`src/logic/acr_pkg.sv`:
```
/*
  constants for the accelerometer y/z, die temperature and motion flag readout block.
  assumes a single core clock at 25 mhz and byte-wide register reads from the host port.
*/
package acr_pkg;

  // register addresses on the host read port
  localparam logic [7:0] ADDR_Y_LOW  = 8'h04;
  localparam logic [7:0] ADDR_Y_HIGH = 8'h05;
  localparam logic [7:0] ADDR_Z_LOW  = 8'h06;
  localparam logic [7:0] ADDR_Z_HIGH = 8'h07;
  localparam logic [7:0] ADDR_TEMP   = 8'h08;
  localparam logic [7:0] ADDR_FLAGS  = 8'h09;

  // answer for an address outside the block and value of every register after reset
  localparam logic [7:0] READ_EMPTY  = 8'h00;
  localparam logic [7:0] RESET_BYTE  = 8'h00;

  // die temperature that reads as zero, in degrees celsius
  localparam logic [7:0] TEMP_ZERO_C = 8'h18;

  // flag positions in the motion event register
  localparam int FLAG_FLAT   = 7;
  localparam int FLAG_ORIENT = 6;
  localparam int FLAG_STAP   = 5;
  localparam int FLAG_DTAP   = 4;
  localparam int FLAG_SLOW   = 3;
  localparam int FLAG_SLOPE  = 2;
  localparam int FLAG_HIGH   = 1;
  localparam int FLAG_LOW    = 0;

  // latch control codes with a fixed meaning
  localparam logic [3:0] LATCH_CODE_NONE_A = 4'h0;
  localparam logic [3:0] LATCH_CODE_NONE_B = 4'h8;
  localparam logic [3:0] LATCH_CODE_PERM_A = 4'h7;
  localparam logic [3:0] LATCH_CODE_PERM_B = 4'hF;

  // hold time for temporarily latched flags and its cycle count at 40 ns
  localparam int TEMP_HOLD_MS  = 250;
  localparam int CLK_PERIOD_NS = 40;
  localparam int TEMP_HOLD_CYC = (TEMP_HOLD_MS * 1000000) / CLK_PERIOD_NS;

  typedef enum logic [1:0] {
    LATCH_NONE = 2'b00,
    LATCH_TEMP = 2'b01,
    LATCH_PERM = 2'b10
  } acr_latch_t;

endpackage : acr_pkg

```
`src/logic/acr_axis.sv`:
```
/*
  one acceleration axis: live 12-bit result, high-byte shadow lock and new-data flag.
  assumes read strobes are one-cycle pulses, at most one of them per cycle.
*/
`timescale 1ns/100ps
module acr_axis (
  input  wire logic        core_clk,   // core clock
  input  wire logic        rst_n,      // synchronous reset, active low
  input  wire logic        sample_vld, // new result strobe
  input  wire logic [11:0] sample,     // two's-complement result
  input  wire logic        rd_low,     // host reads low byte
  input  wire logic        rd_high,    // host reads high byte
  input  wire logic        shadow_dis, // 1 disables high-byte lock
  input  wire logic [1:0]  noise,      // filler for don't-care bits
  output logic      [7:0]  low_byte,   // low byte view
  output logic      [7:0]  high_byte,  // high byte view
  output logic             new_data    // refreshed since last read
);

  logic [11:0] res_q;
  logic [11:0] res_d;
  logic [7:0]  hold_q;
  logic        lock_q;
  logic        new_q;
  wire         take_lock = rd_low && !shadow_dis;

  // the live result keeps updating under a lock; only the view is frozen
  assign res_d     = sample_vld ? sample : res_q;
  assign low_byte  = {res_q[3:0], noise, 1'b0, new_q};          // RL5 RL7
  assign high_byte = lock_q ? hold_q : res_q[11:4];              // RL1 RL2 RL8
  assign new_data  = new_q;

  // result store
  always_ff @(posedge core_clk) begin
    if (!rst_n) res_q <= 12'h000;
    else        res_q <= res_d;
  end

  // shadow lock: low read freezes the high byte until it is read
  always_ff @(posedge core_clk) begin
    if (!rst_n) begin
      lock_q <= 1'b0;
      hold_q <= acr_pkg::RESET_BYTE;
    end else if (rd_high) begin
      lock_q <= 1'b0;                                            // RL1 RL2
    end else if (take_lock) begin
      lock_q <= 1'b1;                                            // RL1 RL2
      hold_q <= res_q[11:4];
    end
  end

  // new-data flag; a sample in the read cycle wins over the clear
  always_ff @(posedge core_clk) begin
    if (!rst_n)                new_q <= 1'b0;
    else if (sample_vld)       new_q <= 1'b1;                     // RL16
    else if (rd_low || rd_high) new_q <= 1'b0;                   // RL16
  end
endmodule : acr_axis

```
`src/logic/acr_readout.sv`:
```
/*
  read-only result bank: y/z acceleration, die temperature, motion event flags.
  assumes sensor, temperature and interrupt engines run on core_clk; no synchronisers needed.
*/
// Function
// [RL1] low y read with shadowing on freezes high y until it is read
// [RL2] low z read with shadowing on freezes high z until it is read
// [RL3] host reads low byte before high byte for a consistent sample
// [RL4] host avoids reads during power-up and deepest suspend
// [RL5] low byte: result bits 3..0 in 7..4, bit 1 zero, bits 3..2 random
// [RL6] host ignores bits 3 and 2 of low bytes
// [RL7] low byte bit 0 shows result refreshed since last readout
// [RL8] high byte holds result bits 11..4; result is two's complement
// [RL9] temperature register reports die temperature as signed byte
// [RL10] temperature zero means 24 degrees celsius
// [RL11] flag order 7..0: flat, orient, single tap, double tap, slow, slope, high, low
// [RL12] each flag sets when its enabled engine triggers
// [RL13] latch control selects permanent, temporary or no holding of flags
// [RL14] host enables a function before relying on its flag
// [RL15] all registers here are read-only
// [RL16] new-data flag clears on read and sets on next update
`timescale 1ns/100ps
module acr_readout #(
  parameter int HOLD_CYCLES = acr_pkg::TEMP_HOLD_CYC  // temporary latch time in cycles
) (
  input  wire logic        core_clk,     // 25 mhz core clock
  input  wire logic        rst_n,        // synchronous reset, active low
  input  wire logic        rd_en,        // host register read strobe
  input  wire logic [7:0]  rd_addr,      // host register address
  output logic      [7:0]  rd_data,      // read answer, registered
  output logic             rd_valid,     // answer valid, one cycle
  input  wire logic        shadow_dis,   // disables high-byte locking
  input  wire logic [3:0]  latch_int,    // latch control setting
  input  wire logic        int_clear,    // clears held flags
  input  wire logic        y_vld,        // y result strobe
  input  wire logic [11:0] y_sample,     // y result
  input  wire logic        z_vld,        // z result strobe
  input  wire logic [11:0] z_sample,     // z result
  input  wire logic        temp_vld,     // temperature strobe
  input  wire logic [7:0]  temp_c,       // signed die temperature, degrees
  input  wire logic [7:0]  int_en,       // per-function enables
  input  wire logic [7:0]  engine_evt,   // engine trigger levels
  output logic      [7:0]  status_flags  // motion event flags
);

  localparam int CW = $clog2(HOLD_CYCLES + 1);
  localparam logic [CW-1:0] HOLD_LD = CW'(HOLD_CYCLES);

  logic [7:0] temp_q;
  logic [7:0] flags_q;
  logic [7:0] rd_data_q;
  logic       rd_valid_q;
  logic [1:0] noise_q;
  logic [7:0] y_low, y_high, z_low, z_high;
  logic       y_new, z_new;
  acr_pkg::acr_latch_t mode;

  // address decode; writes have no path in, so every register is read-only
  wire sel_yl = rd_en && rd_addr == acr_pkg::ADDR_Y_LOW;           // RL15
  wire sel_yh = rd_en && rd_addr == acr_pkg::ADDR_Y_HIGH;
  wire sel_zl = rd_en && rd_addr == acr_pkg::ADDR_Z_LOW;
  wire sel_zh = rd_en && rd_addr == acr_pkg::ADDR_Z_HIGH;
  wire sel_tp = rd_en && rd_addr == acr_pkg::ADDR_TEMP;
  wire sel_fl = rd_en && rd_addr == acr_pkg::ADDR_FLAGS;
  wire [7:0] rd_mux = sel_yl ? y_low  :
                      sel_yh ? y_high :
                      sel_zl ? z_low  :
                      sel_zh ? z_high :
                      sel_tp ? temp_q :
                      sel_fl ? flags_q : acr_pkg::READ_EMPTY;
  wire [7:0] trig = int_en & engine_evt;                           // RL12

  // latch setting decode
  assign mode = (latch_int == acr_pkg::LATCH_CODE_NONE_A ||
                 latch_int == acr_pkg::LATCH_CODE_NONE_B) ? acr_pkg::LATCH_NONE :
                (latch_int == acr_pkg::LATCH_CODE_PERM_A ||
                 latch_int == acr_pkg::LATCH_CODE_PERM_B) ? acr_pkg::LATCH_PERM :
                                                            acr_pkg::LATCH_TEMP; // RL13

  assign rd_data      = rd_data_q;
  assign rd_valid     = rd_valid_q;
  assign status_flags = flags_q;                                   // RL11

  acr_axis u_axis_y (
    .core_clk   (core_clk),
    .rst_n      (rst_n),
    .sample_vld (y_vld),
    .sample     (y_sample),
    .rd_low     (sel_yl),
    .rd_high    (sel_yh),
    .shadow_dis (shadow_dis),
    .noise      (noise_q),
    .low_byte   (y_low),
    .high_byte  (y_high),
    .new_data   (y_new)
  );

  acr_axis u_axis_z (
    .core_clk   (core_clk),
    .rst_n      (rst_n),
    .sample_vld (z_vld),
    .sample     (z_sample),
    .rd_low     (sel_zl),
    .rd_high    (sel_zh),
    .shadow_dis (shadow_dis),
    .noise      (noise_q),
    .low_byte   (z_low),
    .high_byte  (z_high),
    .new_data   (z_new)
  );

  // read answer one cycle after the strobe
  always_ff @(posedge core_clk) begin
    if (!rst_n) begin
      rd_data_q  <= acr_pkg::RESET_BYTE;
      rd_valid_q <= 1'b0;
    end else begin
      rd_data_q  <= rd_mux;
      rd_valid_q <= rd_en;
    end
  end

  // free-running filler for the don't-care low-byte bits
  always_ff @(posedge core_clk) begin
    if (!rst_n) noise_q <= 2'b00;
    else        noise_q <= noise_q + 2'b01;                        // RL5
  end

  // temperature store, offset so that zero reads at 24 degrees
  always_ff @(posedge core_clk) begin
    if (!rst_n)        temp_q <= acr_pkg::RESET_BYTE;
    else if (temp_vld) temp_q <= temp_c - acr_pkg::TEMP_ZERO_C;   // RL9 RL10
  end

  // one latch slice per flag; a trigger always wins over a clear or a timeout
  for (genvar i = 0; i < 8; i++) begin : g_flag
    logic [CW-1:0] cnt_q;
    always_ff @(posedge core_clk) begin
      if (!rst_n) begin
        flags_q[i] <= 1'b0;
        cnt_q      <= '0;
      end else if (trig[i]) begin
        flags_q[i] <= 1'b1;                                        // RL12
        cnt_q      <= HOLD_LD;
      end else begin
        case (mode)
          acr_pkg::LATCH_NONE: begin
            flags_q[i] <= 1'b0;                                    // RL13
            cnt_q      <= '0;
          end
          acr_pkg::LATCH_PERM: begin
            if (int_clear) flags_q[i] <= 1'b0;                     // RL13
          end
          default: begin
            if (int_clear || cnt_q <= CW'(1)) flags_q[i] <= 1'b0;  // RL13
            if (cnt_q != '0) cnt_q <= cnt_q - CW'(1);
          end
        endcase
      end
    end
  end
endmodule : acr_readout

```
`config.mk`:
```
export PLATFORM = sky130hd
export DESIGN_NAME = acr_readout
export DESIGN_NICKNAME = d
export VERILOG_FILES = /design/src/logic/acr_pkg.sv /design/src/logic/acr_axis.sv /design/src/logic/acr_readout.sv
export SDC_FILE = /design/constraint.sdc
export NUM_CORES = 1
export LEC_CHECK = 0
export CAP_MARGIN = 30
export CORE_MARGIN = 2
export CORE_UTILIZATION = 65
export DETAILED_ROUTE_END_ITERATION = 12
export DONT_BUFFER_PORTS = 1
export PLACE_DENSITY = 0.89
export REMOVE_ABC_BUFFERS = 1
export SETUP_SLACK_MARGIN = 0.02
export SLEW_MARGIN = 20
export SYNTH_ARGS = -nofsm -noshare
export SYNTH_HDL_FRONTEND = slang
export SYNTH_HIERARCHICAL = 1
export SYNTH_SLANG_ARGS = --single-unit
export TNS_END_PERCENT = 50
```
`constraint.sdc`:
```
create_clock -name core_clk -period 7.3 [get_ports core_clk]
set_input_delay 0.365 -clock core_clk [delete_from_list [all_inputs] [get_ports core_clk]]
set_output_delay 0.365 -clock core_clk [all_outputs]
set_load 0.005 [all_outputs]
```
==> results.toml <==
[flow_run]
cap_violations = 0

[route]
viasPerCell = 6.988
first_pass_iters = 7
num_vias = 13263
wire_per_inst_um = 20.12
drc = 0
wl_um = 38180
antenna_left = 0
drtIter0Drc = 1579

[floorplanning]
dieArea_um2 = 22560
fp.dieW_um = 150.2
coreArea_um2 = 21020
io_pins = 85
die_h_um = 150.2
core.rowCount = 53
initial_core_util_pct = 66.09

[hold_path]
hold_class = "input pin to register"

[logic_synthesis]
netlist_area_um2 = 13890
seq_area_frac_synth_pct = 36.75
synthCells = 1651
synth_edf_count = 0
synth_top_cell_by_area = "dfxtp_1"
synth-warning-count = 6
synthFlopType = "dfxtp_1"
ys_top_cells_by_area = "dfxtp_1 (37%), mux2i_1 (4.6%), nand2_1 (3.6%)"
syn_area_per_cell_um2 = 8.414
ys_ff_latch = 255
synthArstFlopShare_pct = 0
synth_top_area_share_pct = 36.75
synth_cell_types = 80

[worst_setup_path]
crit_path_end_kind = "register"
worstPathArrival_ns = 3.24
crit_fanout = 19
setup.worst_path.class = "register to register"
start_kind = "register"
cp.required_ns = 7.72

[clock_tree]
cts_setup_buffers = 0
cts_resized = 0
cts_tree = "done"
cts.htree.levels = 1
clk_pin_slew_ns = 0.06
clk_path_buf_depth = 3
cts.sinks = 255
clock_latency_ns = 0.54
cts-root-buf = "clkbuf_16"
cts_hold_buf = 15
cts_buffers = 27

[placed_design]
dp_hpwl_um = 23890
gp_congestion = 0.8996
place_ws_ns = 4.255
io_buffers = 0
post-place-cells = 1830

[timing]
finalClockSkew_ns = 0.008141
hold_viol_final = 0
period_share_pct = 38.65
timing.slew.headroom_pct = 40.13
timing.fmax_mhz = 354.5
fin_tns_setup_ns = 0
timing.final.ws_setup_ns = 4.479
tightestPinTransition_ns = 0.8913
rsz0062_at_grt = "no"
slew_violations = 0
fin_crit_ns = 2.821
setup_violations = 0

[final_layout]
syn2layout_area_growth_pct = 6.809
instances_no_fill = 1898
final_cell_mix = "dfxtp_1 (255), nand2_1 (133), nor2_1 (113)"
final_common_cell = "dfxtp_1"
antenna_cells = 0
drive_above_1_share_pct = 7.763
fin_util_pct = 70.59
num-nets-final = 1696

[global_route]
gr-usage-all-layers_pct = 32.90
grt_start_max_net_pins = 70
grt_overflow = 0
antenna_found_initial = 0
grt_pass1_wl_um = 61320
grt_pass1_vias = 12675

[run_status]
status = "complete, no violations"

[power_and_ir_drop]
p_per_area_nw_per_um2 = 296.2
irDropWorstVdd_uv = 192.8
p_leak_uw = 0.005400
[worst max-delay path, stage by stage, from the launching register on]
cell,delay [ns]
dfxtp_1,0.35
or4_1,0.68
or3_1,0.68
o21ai_0,0.63
a21oi_1,0.09
a311o_1,0.28
[registers in the layout, indices dropped and copies added, names as in the netlist, 2 cells and up]
signal	cells
u_axis_z/hold_q	8
status_flags	8
u_axis_y/res_q	12
rd_data	8
u_axis_y/hold_q	8
g_flag.cnt_q	184
noise_q	2
u_axis_z/res_q	12
temp_q	8
[report_power, final]
part	switching (µW)	leakage, µW	internal, µW	total (µW)
Clock	557	0.000431	801	1360
Combinational	765	0.00287	486	1250
Sequential	208	0.00210	1580	1790
[worst paths after layout]
check                          start             endpoint  slack (ns)  depth (start not counted)
setup / recovery  g_flag[4].cnt_q[9]  g_flag[4].cnt_q[18]        4.48                          5
hold / removal           z_sample[9]    u_axis_z/res_q[9]       0.007                          2
setup reg to reg  g_flag[4].cnt_q[9]  g_flag[4].cnt_q[18]        4.48                          5
hold reg to reg   u_axis_z/hold_q[0]   u_axis_z/hold_q[0]        0.46                          2
[cells by family (layout without fill, tap and decap cells)]
kind of cell	after synthesis	in the layout	share of synthesized area (%)
DFF	255	255	36.75
muxes	83	83	6.151
buffers and inverters	135	107	4.819
xor gates and xnor gates	47	47	2.963
adders and majority gates	25	25	2.252
and+or+nand+nor	735	735	28.83
other	2	2	0.05406
AOI/OAI and AO/OA	369	369	18.18
[per-layer routing]
layer / routed length [µm] / track usage [%] / up-vias
met5: 0 / 0 / -
met4: 1833 / 16.46 / 0
met3: 4211 / 6.606 / 185
met2: 17690 / 55.05 / 806
met1: 14440 / 40.33 / 6127
li1: - / - / 6145
[cell type report]
type	count	area (µm²)
Multi-Input combinational cell	1261	8137
Timing Repair Buffer	31	282.8
Clock inverter	8	90.09
Fill cell	1551	6183
Clock buffer	41	778.2
Inverter	27	101.3
Tap cell	275	344.1
Sequential cell	255	5105
[cells in the mapped netlist (all sizes together) (11+ instances only)]
| master | n |
|---|---|
| nor2 | 115 |
| nor2b | 28 |
| nand3 | 79 |
| o21ai | 79 |
| or2 | 21 |
| o211ai | 49 |
| o21a | 11 |
| or3 | 75 |
| dfxtp | 255 |
| o31a | 15 |
| xnor2 | 23 |
| nor3 | 63 |
| nand2 | 133 |
| clkbuf | 66 |
| nor4 | 62 |
| nand4 | 31 |
| buf | 42 |
| a31oi | 36 |
| a21oi | 62 |
| ha | 25 |
| or4 | 59 |
| mux2 | 19 |
| o31ai | 19 |
| xor2 | 24 |
| inv | 27 |
| mux2i | 64 |
| o311ai | 33 |
[per-stage QoR]
step	area (µm²)	hold slack, ns	total power [µW]
floorplan	13320	0.4313	2693
global placement	13760	0.4395	2929
detailed placement	13780	0.4538	2987
CTS	14810	0.001894	4353
global route	14840	0.001667	4614
finish	14840	0.006608	4394
Note: power is estimated with default switching activity, not from simulation.
